`config.mk`:
```
export PLATFORM = sky130hd
export DESIGN_NAME = uid_counter_ascii_mirror
export DESIGN_NICKNAME = d
export VERILOG_FILES = /design/src/mirror_pkg.sv /design/src/hex_char_if.sv /design/src/hex_char.sv /design/src/uid_counter_ascii_mirror.sv
export SDC_FILE = /design/constraint.sdc
export NUM_CORES = 1
export LEC_CHECK = 0
export ABC_CLOCK_PERIOD_IN_PS = 7150
export BUFFER_PORTS_ARGS = -buffer_cell sky130_fd_sc_hd__buf_4
export CORE_ASPECT_RATIO = 0.5
export CORE_MARGIN = 2
export CORE_UTILIZATION = 42
export DETAILED_ROUTE_END_ITERATION = 10
export PLACE_DENSITY = 0.81
export SYNTH_ARGS = -nofsm -noshare
export SYNTH_HDL_FRONTEND = slang
export SYNTH_SLANG_ARGS = --single-unit
```
`constraint.sdc`:
```
create_clock -name SYS_CLK_I -period 7.15 [get_ports SYS_CLK_I]
set_clock_uncertainty 0.1 [all_clocks]
set_input_delay 1.43 -clock SYS_CLK_I [delete_from_list [all_inputs] [get_ports SYS_CLK_I]]
set_output_delay 1.43 -clock SYS_CLK_I [all_outputs]
set_load 0.1 [all_outputs]
```
`src/mirror_pkg.sv`:
```
// constants and types shared by the identifier and counter ascii mirror
// =====================================================================
// What this block does
// - mirror uid then counter as ascii text
// - insert separator 78h between uid and counter
// - combined mirror spans exactly 21 bytes
// - reads return mirrored bytes at mirrored positions
// - start at configured page and byte
// - combined mirror only when select is 11b
// - counter chars need authentication when guarded
// - no substitution if region passes memory end
// - select 10b mirrors counter only, six bytes
package mirror_pkg;
   // =====================================================================
   // mirror select encodings
   localparam logic [1:0] MODE_UID_CNT    = 2'b11;
   localparam logic [1:0] MODE_CNT_ONLY   = 2'b10;
   // =====================================================================
   // layout of the mirrored text
   localparam logic [7:0] SEPARATOR_CHAR  = 8'h78;
   localparam logic [9:0] UID_CHARS       = 10'h00E;
   localparam logic [9:0] CNT_CHARS       = 10'h006;
   localparam logic [9:0] COMBINED_LEN    = 10'h015;
   localparam logic [9:0] CNT_NIBBLE_BASE = 10'h00E;
   localparam logic [7:0] FIRST_USER_PAGE = 8'h04;
   localparam logic [7:0] LAST_USER_PAGE  = 8'h27;
   // latest combined start: this many pages below the last, at this byte
   localparam logic [7:0] COMBINED_TOP_GAP  = 8'h05;
   localparam logic [1:0] COMBINED_TOP_BYTE = 2'b10;
   // =====================================================================
   // hex digit to ascii
   localparam logic [7:0] ASCII_ZERO      = 8'h30;
   localparam logic [7:0] ASCII_LETTER    = 8'h37;
   localparam logic [3:0] NIBBLE_TEN      = 4'hA;
   // =====================================================================
   // reset values
   localparam logic [7:0] DATA_RESET      = 8'h00;

   typedef logic [7:0] byte_t;
   typedef logic [9:0] lin_addr_t;
endpackage

```
`src/hex_char_if.sv`:
```
// carrier between the mirror top and its hex character converter
`timescale 1ns/1ns
interface hex_char_if;
   logic [3:0]          nibble;   // binary digit to render
   mirror_pkg::byte_t   ascii;    // rendered character

   modport requester (output nibble, input ascii);
   modport converter (input nibble, output ascii);
endinterface

```
`src/hex_char.sv`:
```
// converter of one binary nibble into an upper case ascii hex digit
`timescale 1ns/1ns
module hex_char (
   // digit in, character out
   hex_char_if.converter port_c
);
   import mirror_pkg::*;

   // =====================================================================
   // digits 0-9 map from 30h, letters A-F from 41h, always upper case
   always_comb begin
      if (port_c.nibble < NIBBLE_TEN) begin
         port_c.ascii = ASCII_ZERO + {4'h0, port_c.nibble};
      end else begin
         port_c.ascii = ASCII_LETTER + {4'h0, port_c.nibble};
      end
   end
endmodule

```
`src/uid_counter_ascii_mirror.sv`:
```
// read path substitution of uid and counter ascii text into user memory
`timescale 1ns/1ns
module uid_counter_ascii_mirror #(
   parameter logic [7:0] LAST_PAGE = mirror_pkg::LAST_USER_PAGE  // last user page
) (
   // clock, reset, enable
   input  wire logic                SYS_CLK_I,
   input  wire logic                SRST_I,
   input  wire logic                CE_I,
   // mirror configuration
   input  wire logic [1:0]          MIRROR_SELECT_I,
   input  wire logic [7:0]          MIRROR_PAGE_I,
   input  wire logic [1:0]          MIRROR_BYTE_I,
   input  wire logic                COUNTER_AUTH_GUARD_I,
   input  wire logic                AUTH_DONE_I,
   // values to mirror
   input  wire logic [55:0]         UID_I,
   input  wire logic [23:0]         COUNTER_I,
   // read request with stored byte
   input  wire logic                RD_VALID_I,
   input  wire logic [7:0]          RD_PAGE_I,
   input  wire logic [1:0]          RD_BYTE_I,
   input  wire mirror_pkg::byte_t   RD_DATA_I,
   // read answer
   output logic                     RD_VALID_O,
   output mirror_pkg::byte_t        RD_DATA_O,
   output logic                     RD_MIRRORED_O,
   output logic                     MIRROR_ACTIVE_O
);
   import mirror_pkg::*;

   // =====================================================================
   // elaboration check: the combined text must fit above page 04h
   if (LAST_PAGE < FIRST_USER_PAGE + COMBINED_TOP_GAP) begin : g_last_page_check
      $error("LAST_PAGE too small for the combined mirror");
   end

   // =====================================================================
   // declarations
   hex_char_if  hex_bus ();                 // link to the converter
   lin_addr_t   start_addr;                 // first mirrored byte
   lin_addr_t   end_limit;                  // last user byte
   lin_addr_t   top_start;                  // latest legal combined start
   lin_addr_t   region_len;                 // length of active text
   lin_addr_t   rd_addr;                    // byte being read
   lin_addr_t   offset;                     // position inside text
   logic        mode_combined;              // select is 11b
   logic        mode_counter;               // select is 10b
   logic        range_ok;                   // start inside allowed window
   logic        fits;                       // text ends inside memory
   logic        active;                     // mirror in force
   logic        counter_ok;                 // counter may be shown
   logic        in_region;                  // read byte lies in text
   logic        is_sep;                     // read byte is the separator
   logic        is_cnt;                     // read byte is a counter char
   logic [9:0]  nibble_idx;                 // index into uid:counter digits
   logic [79:0] digits;                     // uid then counter, msb first
   logic [79:0] shifted;                    // digits moved to the top
   logic        next_mirrored;              // this byte gets replaced
   byte_t       next_data;                  // answer byte

   // =====================================================================
   // the converter renders the selected digit
   hex_char u_hex (
      .port_c (hex_bus.converter)
   );

   // =====================================================================
   // address arithmetic: page times four plus byte, ten bits wide
   always_comb begin
      start_addr = {MIRROR_PAGE_I, MIRROR_BYTE_I};
      end_limit  = {LAST_PAGE, 2'b11};
      top_start  = {LAST_PAGE - COMBINED_TOP_GAP, COMBINED_TOP_BYTE};
      rd_addr    = {RD_PAGE_I, RD_BYTE_I};
      offset     = rd_addr - start_addr;
   end

   // =====================================================================
   // mode decode and range checks
   always_comb begin
      mode_combined = (MIRROR_SELECT_I == MODE_UID_CNT);
      mode_counter  = (MIRROR_SELECT_I == MODE_CNT_ONLY);
      // combined text is 21 bytes, counter only text is 6
      region_len    = mode_combined ? COMBINED_LEN : CNT_CHARS;
      // a combined start at byte 11b of the top page would still fit, but
      // the permitted window stops at byte 10b there, so it is refused
      range_ok      = (MIRROR_PAGE_I >= FIRST_USER_PAGE) &&
                      (!mode_combined || (start_addr <= top_start));
      // for counter only text the end check sets the upper limit
      fits          = ({2'b00, start_addr} + {2'b00, region_len} - 12'h001)
                      <= {2'b00, end_limit};
      counter_ok    = !COUNTER_AUTH_GUARD_I || AUTH_DONE_I;
      // a guarded counter without authentication shows nothing at all
      // in counter only mode, since that mode has nothing else to show
      active        = range_ok && fits &&
                      (mode_combined || (mode_counter && counter_ok));
   end

   // =====================================================================
   // locate the read byte inside the text
   always_comb begin
      in_region = active && (rd_addr >= start_addr) && (offset < region_len);
      is_sep    = mode_combined && (offset[9:1] == UID_CHARS[9:1])
                  && !offset[0];
      is_cnt    = mode_counter || (offset > UID_CHARS);
      if (mode_combined) begin
         // skip the separator slot once past the identifier
         nibble_idx = (offset > UID_CHARS) ? offset - 10'h001 : offset;
      end else begin
         nibble_idx = CNT_NIBBLE_BASE + offset;
      end
   end

   // =====================================================================
   // pick the digit: uid in stored order, counter most significant first
   always_comb begin
      digits         = {UID_I, COUNTER_I};
      shifted        = digits << {nibble_idx[7:0], 2'b00};
      hex_bus.nibble = shifted[79:76];
   end

   // =====================================================================
   // choose between stored byte and mirrored character
   always_comb begin
      next_mirrored = 1'b0;
      next_data     = RD_DATA_I;
      if (in_region) begin
         if (is_sep) begin
            next_mirrored = 1'b1;
            next_data     = SEPARATOR_CHAR;
         end else if (is_cnt && !counter_ok) begin
            // guarded counter: the stored bytes show through
            next_mirrored = 1'b0;
            next_data     = RD_DATA_I;
         end else begin
            next_mirrored = 1'b1;
            next_data     = hex_bus.ascii;
         end
      end
   end

   // =====================================================================
   // answer register: one cycle after the request, frozen while ce low
   always_ff @(posedge SYS_CLK_I) begin
      if (SRST_I) begin
         RD_VALID_O    <= 1'b0;
         RD_DATA_O     <= DATA_RESET;
         RD_MIRRORED_O <= 1'b0;
      end else if (CE_I) begin
         RD_VALID_O    <= RD_VALID_I;
         if (RD_VALID_I) begin
            RD_DATA_O     <= next_data;
            RD_MIRRORED_O <= next_mirrored;
         end
      end
   end

   // =====================================================================
   // status flag: shows whether the mirror is currently in force
   always_ff @(posedge SYS_CLK_I) begin
      if (SRST_I) begin
         MIRROR_ACTIVE_O <= 1'b0;
      end else if (CE_I) begin
         MIRROR_ACTIVE_O <= active;
      end
   end
endmodule

```
==> metrics.md, run 1 <==
| Metric | Value |
|---|---|
| Worst reg-to-reg setup slack | `6.29 ns` |
| Worst path arrival time | `6.40 ns` |
| Worst setup path endpoint | `RD_DATA_O[1]$_SDFFE_PP0P_` |
| Hold Buf Count CTS | `0` |
| Buffers on Ports | `126` |
| Setup TNS | `0 ns` |
| Net Count, Synth | `between 500 and 600` |
| Final core utilization | `0.580` |
| WL final | `just under 10 mm` |
| Endpoints failing hold | `0` |
| Routability cong. | `between 0.9 and 1` |
| Post-synth design cell area | `0.00311 mm2` |
| R2r endpoint | `RD_DATA_O[1]$_SDFFE_PP0P_` |
| VDD IR max | `0.0772 mV` |
| Slew Viols, Final | `0` |
| Status | `completed` |
| DR vias/cell | `~5.7` |
| Slew headroom | `0.511` |
| Drt drc | `0` |
| Register area | `approximately 220 um2` |
| Syn Inst Count | `about 430` |
| PostCTS Resize Cnt | `0` |
| Setup CP Type | `input port to flip-flop` |
| Most frequent cells in the layout | `131 x buf_4, 50 x nor2_1, 38 x nand2_1` |
| Max-cap viol count | `0` |
| Core area | `0.00724 mm2` |
| Main flop type after synthesis | `dfxtp_1` |
| TritonCTS clock tree | `done` |
| Post-CTS Setup Bufs | `0` |
| Worst Path Max Fanout | `14` |
| Power share of the sequential group | `0.108` |
| Net Sw Frac | `0.466` |
| Vias in the first global route | `approximately 3,300` |
| ANT nets after route | `0` |
| Synth-to-layout area growth | `35.2%` |
| Critical R2R Launch | `RD_DATA_O[1]$_SDFFE_PP0P_` |
| Post-layout nets | `691` |
| # fillers | `between 600 and 700` |
| Post-synthesis mux area share | `0.101` |
| Ys Warns | `0` |
| Clk Latency, worst-skew pair | `0.23 ns` |
| Die height | `between 60 and 70 um` |
| First-pass iteration count of the detailed router | `5` |
| Share of cells above drive strength 1 | `0.310` |
| Routed len/inst | `approximately 15 um` |
| #FFs+latches synth | `11` |
| Antenna violations before repair | `0` |
| Pin count of the biggest net entering global routing | `39` |
| Dpl hpwl | `7.94 mm` |
| Total GRT Usage | `0.228` |
| Internal power | `between 0.3 and 0.4 mW` |
| CP Data Required Time | `between 7 and 8 ns` |
| # IOs | `127` |
| Number of synthesized flops with an enable pin | `0` |
| XOR/XNOR Fraction of Synth Area | `0.0274` |
| Synthesized area per cell | `between 7 and 8 um2` |
| RSZ-0062 raised after global routing | `false` |
| Synth async-reset ratio | `0` |
| HP Class | `flip-flop to flip-flop` |
| Synth unique cells | `80` |
| Htree depth | `1` |
| Achievable frequency | `around 0.16 GHz` |
| Net Switching | `0.285 mW` |
| Max clock buf depth | `2` |
| CP Launch Type | `input port` |
| CTS clk-pin slew, worst paths | `~0.040 ns` |
| DIE AREA | `between 0.008 and 0.009 mm2` |
| Period utilisation layout | `0.888` |
| Design Power | `about 0.61 mW` |
| Leakage Power | `between 1.5 and 2 nW` |
| Crit path time final | `6.35 ns` |
| Diode count | `0` |
| Die X | `126 um` |
| Clk sinks | `11` |
| Final-report setup violation count | `0` |
| Main combinational cell family by area after synthesis | `simple AND/OR/NAND/NOR gates` |
| Comb pwr share | `0.725` |
| Hold_sp | `RD_DATA_O[7]$_SDFFE_PP0P_` |
| Commonest non-fill, non-tap cell in the layout | `buf_4` |
| Initial core utilization | `0.429` |
| Simple-gate share of the synthesized area | `0.323` |
| Crit path from | `RD_BYTE_I[0]` |
| Vias | `~3,700` |
| Multi-input logic area | `roughly 0.0027 mm2` |
| Setup crit end kind | `flip-flop` |
| Grt total ovfl | `0` |
| Global-route wire length before repair | `around 16 mm` |
| Pwr per Cell Area | `roughly 150 mW/mm2` |
| Worst Reg-to-Reg Cells | `2` |
| Row cnt | `22` |
| Clock Tree Root | `clkbuf_16` |
| Post-Synth Adder-Cell Area | `0.106` |
| DR iter-0 viols | `~340` |
| Seq/Total Area, Yosys | `0.0709` |
| Compound-Gate Fraction of Synth Area | `0.312` |
| CTS Buf Count | `3` |
| Worst-Margin Slew | `roughly 0.73 ns` |
| Clock power frac | `0.167` |
| Hold_ws | `0.352 ns` |
power by group through the flow:
stage                     logic [mW]  registers, mW  clock network [mW]
after floorplan                0.294         0.0887                   0
after global placement         0.429         0.0671                   0
after detailed placement       0.434         0.0672                   0
after CTS                      0.435         0.0662               0.102
after global routing           0.482         0.0664               0.108
final                          0.443         0.0661               0.102
registers in the layout (all words and copies together) (netlist names):
| register | cells |
|---|---|
| RD_MIRRORED_O | 1 |
| RD_VALID_O | 1 |
| MIRROR_ACTIVE_O | 1 |
| RD_DATA_O | 8 |
cell families after synthesis:
group / after synthesis
AO/OA/AOI/OAI: 129
XOR/XNOR: 8
adder cells (fa/ha/maj): 25
buffers and inverters: 45
flip-flops: 11
multiplexers: 24
AND/OR/NAND/NOR: 191
how the worst min path moves through the flow:
| stage | to | slack [ns] | cells past startpoint |
|---|---|---|---|
| global route | RD_DATA_O[7]$_SDFFE_PP0P_ | 0.38 | 2 |
| CTS | RD_DATA_O[7]$_SDFFE_PP0P_ | 0.35 | 2 |
| global placement | RD_DATA_O[7]$_SDFFE_PP0P_ | 0.34 | 2 |
| floorplan | RD_MIRRORED_O$_SDFFE_PP0P_ | 0.78 | 2 |
| finish | RD_DATA_O[7]$_SDFFE_PP0P_ | 0.35 | 2 |
| detailed placement | RD_DATA_O[7]$_SDFFE_PP0P_ | 0.35 | 2 |
final cells by class:
type	count	area share
multi-input combinational	377	0.643
timing repair buffer	131	0.234
sequential	11	0.0524
tap	96	0.0286
inverter	26	0.0232
clock buffer	4	0.0188
synth_stat cells, types with 8 or more instances:
cell type | count | area share
nand4_1 | 8 | 0.016
o21ai_0 | 18 | 0.029
a211oi_1 | 10 | 0.024
nand2b_1 | 19 | 0.038
ha_1 | 23 | 0.093
nand2_1 | 38 | 0.046
mux2i_1 | 13 | 0.042
inv_1 | 24 | 0.029
a21oi_1 | 26 | 0.042
nand3_1 | 18 | 0.029
nor3_1 | 15 | 0.024
clkbuf_1 | 12 | 0.015
nor2_1 | 50 | 0.060
dfxtp_1 | 11 | 0.071
layer usage:
metal  vias to the layer above  routed length [um]  global-route usage
li1                       1864                   -                   -
met1                      1663                4660               0.338
met2                       154                4230               0.368
met3                         8                 700              0.0231
met4                         0                  44              0.0236
met5                         -                   0                   0
critical path: stages:
cell and delay (ns):
buf_4 0.11, inv_1 0.04, ha_1 0.15, inv_1 0.05, fa_1 0.71, ha_1 0.20, nand2b_1 0.13, nor3_1 0.06
mux2i_1 0.15, o211a_1 0.17, nor4b_2 0.60, mux2_4 0.39, nor2_2 0.53, nor2_1 0.19, a221o_1 0.38, o211ai_1 0.34
o21ai_2 0.16, or3b_1 0.39, a311oi_2 0.23
metrics by stage:
stage,std cells,cell area (um2),worst slack [ns]
4_1_cts,645,4200,0.856
6_report,645,4200,0.800
3_5_place_dp,641,4120,0.638
3_3_place_gp,641,4120,0.721
2_1_floorplan,433,3110,1.55
5_1_grt,645,4200,0.410
(Power assumes the default switching activity.)
==> inputs of run 2 (changes only) <==
BUFFER_PORTS_ARGS = -buffer_cell sky130_fd_sc_hd__buf_2   (was -buffer_cell sky130_fd_sc_hd__buf_4)
CORE_ASPECT_RATIO = default   (was 0.5)
MAX_ROUTING_LAYER = met4   (was default)
==> run 2 against run 1 <==
Global-route usage grew 0.18 points; clock power shrank 39%; first-iteration DRC count is 51% lower; total power fell by 11%; critical path type unchanged.
==> metrics.md, run 2 (synthesis gave the netlist of run 1 again) <==
| Metric | Value |
|---|---|
| Setup ws final | `1.01 ns (+0.210 ns)` |
| Drt drc | `0 (unchanged)` |
| Diode count | `0 (unchanged)` |
| RSZ-0062 raised after global routing | `false` |
| Net Sw Frac | `0.504 (+0.0385)` |
| Pin count of the biggest net entering global routing | `40 (+2.6%)` |
| VDD IR max | `0.0681 mV (-12%)` |
| Status | `completed` |
| Htree depth | `1 (unchanged)` |
| Critical R2R Launch | `RD_DATA_O[1]$_SDFFE_PP0P_` |
| CTS clk-pin slew, worst paths | `0.05 ns (about the same)` |
| Internal power | `0.271 mW (-17%)` |
| DR iter-0 viols | `168 (-51%)` |
| First-pass iteration count of the detailed router | `4 (-1)` |
| Max clock buf depth | `2 (unchanged)` |
| Die X | `90.0 um (-28%)` |
| Worst reg-to-reg setup slack | `6.30 ns (about the same)` |
| Total GRT Usage | `0.230 (+0.00179)` |
| Clock Tree Root | `clkbuf_8` |
| Core area | `0.00721 mm2 (-0.35%)` |
| Buffers on Ports | `126 (unchanged)` |
| Crit path from | `RD_BYTE_I[0]` |
| Worst Reg-to-Reg Cells | `2 (unchanged)` |
| Initial core utilization | `0.430 (+0.00149)` |
| DR vias/cell | `5.71 (-0.23%)` |
| Setup CP Type | `input port to flip-flop` |
| Synth-to-layout area growth | `23.9%` |
| HP Class | `flip-flop to flip-flop` |
| Clock power frac | `0.114 (-0.053)` |
| Commonest non-fill, non-tap cell in the layout | `buf_2` |
| Worst Path Max Fanout | `20 (+6)` |
| ANT nets after route | `0 (unchanged)` |
| Achievable frequency | `0.163 GHz (+3.4%)` |
| Hold Buf Count CTS | `0 (unchanged)` |
| Endpoints failing hold | `0 (unchanged)` |
| Post-CTS Setup Bufs | `0 (unchanged)` |
| Setup TNS | `0 ns (unchanged)` |
| Setup crit end kind | `flip-flop` |
| Comb pwr share | `0.766 (+0.041)` |
| CTS Buf Count | `3 (unchanged)` |
| Crit-path max cell delay | `0.70 ns (about the same)` |
| PostCTS Resize Cnt | `0 (unchanged)` |
| Worst path arrival time | `6.19 ns (-0.21 ns)` |
| R2r endpoint | `RD_DATA_O[1]$_SDFFE_PP0P_` |
| Grt total ovfl | `0 (unchanged)` |
| Net Switching | `0.276 mW (-3.2%)` |
| Largest register FFs | `8 (unchanged)` |
| CP Depth | `20 (+1)` |
| CP Data Required Time | `7.20 ns (about the same)` |
| DIE AREA | `0.00810 mm2 (-0.51%)` |
| CP top delay family | `simple AND/OR/NAND/NOR gates` |
| Die height | `90.0 um (+39%)` |
| Slowest cell on crit path | `fa_1` |
| Clk Latency, worst-skew pair | `0.24 ns (about the same)` |
| Max-cap viol count | `0 (unchanged)` |
| Largest Register | `RD_DATA_O` |
| Routed len/inst | `14.6 um (-2.6%)` |
| Power share of the sequential group | `0.120 (+0.012)` |
| Clk sinks | `11 (unchanged)` |
| Worst-Margin Slew | `0.613 ns (-0.119 ns)` |
| TritonCTS clock tree | `done` |
| Share of cells above drive strength 1 | `0.308 (-0.00126)` |
| Pwr per Cell Area | `142 mW/mm2 (-2.4%)` |
| Worst-path cell chain | `buf_2 -> inv_1 -> ha_1 -> inv_1 -> fa_1 -> ha_1 -> nand2b_1 -> nor3_1 -> mux2i_1 -> o211a_1 -> nor4b_2 -> buf_4 -> mux2_4 -> nor2_2 -> mux4_2 -> a2111oi_4 -> a311oi_2 -> o21ai_2 -> or3b_1 -> a311oi_2` |
| Crit path time final | `6.14 ns (-0.210 ns)` |
| CP Launch Type | `input port` |
| # IOs | `127 (unchanged)` |
| Design Power | `0.547 mW (-11%)` |
| Dpl hpwl | `7.73 mm (-2.7%)` |
| Post-layout nets | `690 (-0.14%)` |
| Global-route wire length before repair | `15.6 mm (+0.22%)` |
| Most frequent cells in the layout | `126 x buf_2, 50 x nor2_1, 38 x nand2_1` |
| Antenna violations before repair | `0 (unchanged)` |
| Slew headroom | `0.590 (+0.0796)` |
| WP buf/inv | `4 (+1)` |
| Routability cong. | `0.928 (-5.5%)` |
| Slew Viols, Final | `0 (unchanged)` |
| Worst setup path endpoint | `RD_DATA_O[0]$_SDFFE_PP0P_` |
| Period utilisation layout | `0.859 (-0.0293)` |
| Pre-CTS setup slack | `0.809 ns (+0.171 ns)` |
| Vias | `3,692 (+0.081%)` |
| Row cnt | `31 (+41%)` |
| WL final | `9.42 mm (-2.3%)` |
| Final-report setup violation count | `0 (unchanged)` |
| Leakage Power | `1.76 nW (-6.4%)` |
| Vias in the first global route | `3,592 (+8.8%)` |
==> run 2: changes by cell type in the layout (fill, tap and decap cells not counted), sizes merged <==
cell | before | now
buf | 131 | 130
==> run 2: worst reg2reg max path: stages, from the launching register on <==
cell      delay (ns)
dfxtp_1         0.34
a21oi_1         0.09
a311oi_2        0.24
==> run 2: worst min-delay path by stage <==
stage	from	end	slack [ns]	depth (start not counted)
4_1_cts	RD_MIRRORED_O$_SDFFE_PP0P_	RD_MIRRORED_O$_SDFFE_PP0P_	0.35	2
2_1_floorplan	RD_MIRRORED_O$_SDFFE_PP0P_	RD_MIRRORED_O$_SDFFE_PP0P_	0.78	2
5_1_grt	RD_MIRRORED_O$_SDFFE_PP0P_	RD_MIRRORED_O$_SDFFE_PP0P_	0.39	2
6_report	RD_MIRRORED_O$_SDFFE_PP0P_	RD_MIRRORED_O$_SDFFE_PP0P_	0.35	2
3_5_place_dp	RD_MIRRORED_O$_SDFFE_PP0P_	RD_MIRRORED_O$_SDFFE_PP0P_	0.34	2
3_3_place_gp	RD_MIRRORED_O$_SDFFE_PP0P_	RD_MIRRORED_O$_SDFFE_PP0P_	0.34	2
==> run 2: stage by stage <==
stage	std cells	utilization	hold slack, ns	instance area (um2)
after floorplan	433	-	0.784	3110
after global placement	643	0.527	0.338	3800
after detailed placement	643	0.527	0.345	3800
after CTS	647	0.533	0.351	3850
after global routing	647	0.533	0.394	3850
final	647	0.533	0.353	3850
==> run 2: metal layers <==
| metal | wire, um | part of all wire | GRT usage |
|---|---|---|---|
| met1 | 4200 | 0.45 | 0.289 |
| met2 | 4680 | 0.50 | 0.408 |
| met3 | 488 | 0.052 | 0.0126 |
| met4 | 62 | 0.0066 | 0.0513 |
| met5 | 0 | 0 | - |
==> run 2: cell type report <==
class / count / area (um2)
Sequential cell: 11 / 220
Fill cell: 745 / 3370
Multi-Input combinational cell: 377 / 2700
Inverter: 26 / 97.6
Tap cell: 99 / 124
Clock buffer: 4 / 45.0
Timing Repair Buffer: 130 / 661
==> run 2: power groups by stage <==
stage,clock [mW],combinational [mW],sequential [mW]
2_1_floorplan,0,0.294,0.0887
3_3_place_gp,0,0.406,0.0670
3_5_place_dp,0,0.413,0.0671
4_1_cts,0.0629,0.415,0.0659
5_1_grt,0.0659,0.461,0.0661
6_report,0.0623,0.418,0.0658
==> inputs of run 3 (changes only) <==
CORE_UTILIZATION = 50   (was 42)
PLACE_DENSITY = 0.93   (was 0.81)
==> run 3 against run 2 <==
Sequential power about the same; count of clock-buffer cells in the layout unchanged; register-to-register slack about the same; critical path type unchanged; largest power group unchanged; highest routed layer unchanged.
==> metrics.md, run 3 (synthesis gave the netlist of run 1 again) <==
| Metric | Value |
|---|---|
| Vias | `3,811 (+3.2%)` |
| WL final | `9.57 mm (+1.6%)` |
| TritonCTS clock tree | `done` |
| Most frequent cells in the layout | `126 x buf_2, 50 x nor2_1, 38 x nand2_1` |
| Max clock buf depth | `2 (unchanged)` |
| Achievable frequency | `0.154 GHz (-5.4%)` |
| Share of cells above drive strength 1 | `0.310 (+0.00126)` |
| DR vias/cell | `6.11 (+7.0%)` |
| Slew Viols, Final | `0 (unchanged)` |
| Crit path time final | `6.49 ns (+0.351 ns)` |
| Grt total ovfl | `0 (unchanged)` |
| Pin count of the biggest net entering global routing | `39 (-2.5%)` |
| Worst Hold Depth | `2 (unchanged)` |
| Pwr per Cell Area | `144 mW/mm2 (+1.4%)` |
| Row cnt | `28 (-9.7%)` |
| Worst Reg-to-Reg Cells | `4 (+2)` |
| RSZ-0062 raised after global routing | `false` |
| Leakage Power | `1.77 nW (+0.31%)` |
| Worst Path Max Fanout | `14 (-30%)` |
| Final-report setup violation count | `0 (unchanged)` |
| Largest Register | `RD_DATA_O` |
| CP Data Required Time | `7.20 ns (about the same)` |
| VDD IR max | `0.0908 mV (+33%)` |
| HP Class | `flip-flop to flip-flop` |
| Status | `completed` |
| Htree depth | `1 (unchanged)` |
| Antenna violations before repair | `0 (unchanged)` |
| Initial core utilization | `0.521 (+0.0910)` |
| Buffers on Ports | `126 (unchanged)` |
| Routed len/inst | `15.3 um (+5.3%)` |
| Clock Tree Root | `clkbuf_8` |
| Period utilisation layout | `0.908 (+0.0491)` |
| Largest register FFs | `8 (unchanged)` |
| Max-cap viol count | `0 (unchanged)` |
| Diode count | `0 (unchanged)` |
| Routability cong. | `0.953 (+2.7%)` |
| Clk sinks | `11 (unchanged)` |
| Setup CP Type | `input port to flip-flop` |
| Commonest non-fill, non-tap cell in the layout | `buf_2` |
| Clk Latency, worst-skew pair | `0.23 ns (about the same)` |
| Post-CTS Setup Bufs | `0 (unchanged)` |
| CTS clk-pin slew, worst paths | `0.05 ns (about the same)` |
| ANT nets after route | `0 (unchanged)` |
| PostCTS Resize Cnt | `0 (unchanged)` |
| Setup crit end kind | `flip-flop` |
| Post-layout nets | `691 (+0.14%)` |
| Die X | `82.8 um (-8.0%)` |
| Slew headroom | `0.592 (+0.00166)` |
| Total GRT Usage | `0.273 (+0.0431)` |
| Setup TNS | `0 ns (unchanged)` |
| Drt drc | `0 (unchanged)` |
| CTS Buf Count | `3 (unchanged)` |
| Die height | `82.8 um (-8.0%)` |
| Dpl hpwl | `7.86 mm (+1.7%)` |
| Final core utilization | `0.642 (+0.109)` |
| Global-route wire length before repair | `15.9 mm (+1.9%)` |
| DR iter-0 viols | `185 (+10%)` |
| Core area | `0.00596 mm2 (-17%)` |
| Vias in the first global route | `3,661 (+1.9%)` |
| Worst path arrival time | `6.54 ns (+0.35 ns)` |
| # IOs | `127 (unchanged)` |
| Endpoints failing hold | `0 (unchanged)` |
| First-pass iteration count of the detailed router | `5 (+1)` |
| Synth-to-layout area growth | `23.1%` |
| Worst-Margin Slew | `0.612 ns (-0.00169 ns)` |
| Hold Buf Count CTS | `0 (unchanged)` |
| CP Launch Type | `input port` |
| DIE AREA | `0.00686 mm2 (-15%)` |
-- run 3: changes by cell type in the layout (fill, tap and decap cells not counted) --
cell,delta
buf_4,+1
-- run 3: power breakdown --
group	switching [mW]	internal, mW	total, mW	leakage [nW]
sequential	0.00136	0.0645	0.0659	0.0901
clock	0.0217	0.0390	0.0607	0.0228
combinational	0.257	0.168	0.425	1.65
total	0.280	0.271	0.551	1.77
-- run 3: layout make-up --
class	count	area (um2)
clock buffers	4	45.0
well taps	75	93.8
flip-flops and latches	11	220
repair buffers	131	668
inverters	26	97.6
fillers	555	2130
multi-input cells	377	2700
-- run 3: critical path, cell delays in order --
cell       delay, ns
buf_2           0.09
inv_1           0.04
ha_1            0.15
inv_1           0.06
fa_1            0.72
ha_1            0.22
nand2b_1        0.15
nor3_1          0.06
mux2i_1         0.15
o211a_1         0.18
nor4b_2         0.50
buf_4           0.27
mux2_4          0.34
nor2_2          0.51
mux4_2          0.43
a2111oi_4       0.38
a311oi_2        0.11
o21ai_2         0.15
or3b_1          0.40
a311oi_2        0.21
-- run 3: path summary, 6_finish.rpt --
path	from	to	slack, ns
min	RD_DATA_O[7]$_SDFFE_PP0P_	RD_DATA_O[7]$_SDFFE_PP0P_	0.36
min reg2reg	RD_DATA_O[7]$_SDFFE_PP0P_	RD_DATA_O[7]$_SDFFE_PP0P_	0.36
max reg2reg	RD_DATA_O[3]$_SDFFE_PP0P_	RD_DATA_O[3]$_SDFFE_PP0P_	6.30
max	RD_BYTE_I[0]	RD_DATA_O[0]$_SDFFE_PP0P_	0.66
-- run 3: layer usage --
| layer | vias up | part of all wire | track usage |
|---|---|---|---|
| met3 | 28 | 0.066 | 0.0258 |
| met2 | 178 | 0.48 | 0.472 |
| met1 | 1750 | 0.42 | 0.332 |
| li1 | 1855 | - | - |
| met5 | - | 0 | - |
| met4 | 0 | 0.026 | 0.0924 |
-- run 3: stage by stage --
stage               setup WS, ns  hold slack (ns)  cells  power (mW)  cell area, um2
finish                     0.659            0.365    624       0.551            3820
global route               0.321            0.397    624       0.593            3820
CTS                        0.718            0.369    624       0.544            3820
detailed placement         0.517            0.353    620       0.481            3780
global placement           0.695            0.335    620       0.472            3780
floorplan                   1.55            0.784    433       0.382            3110
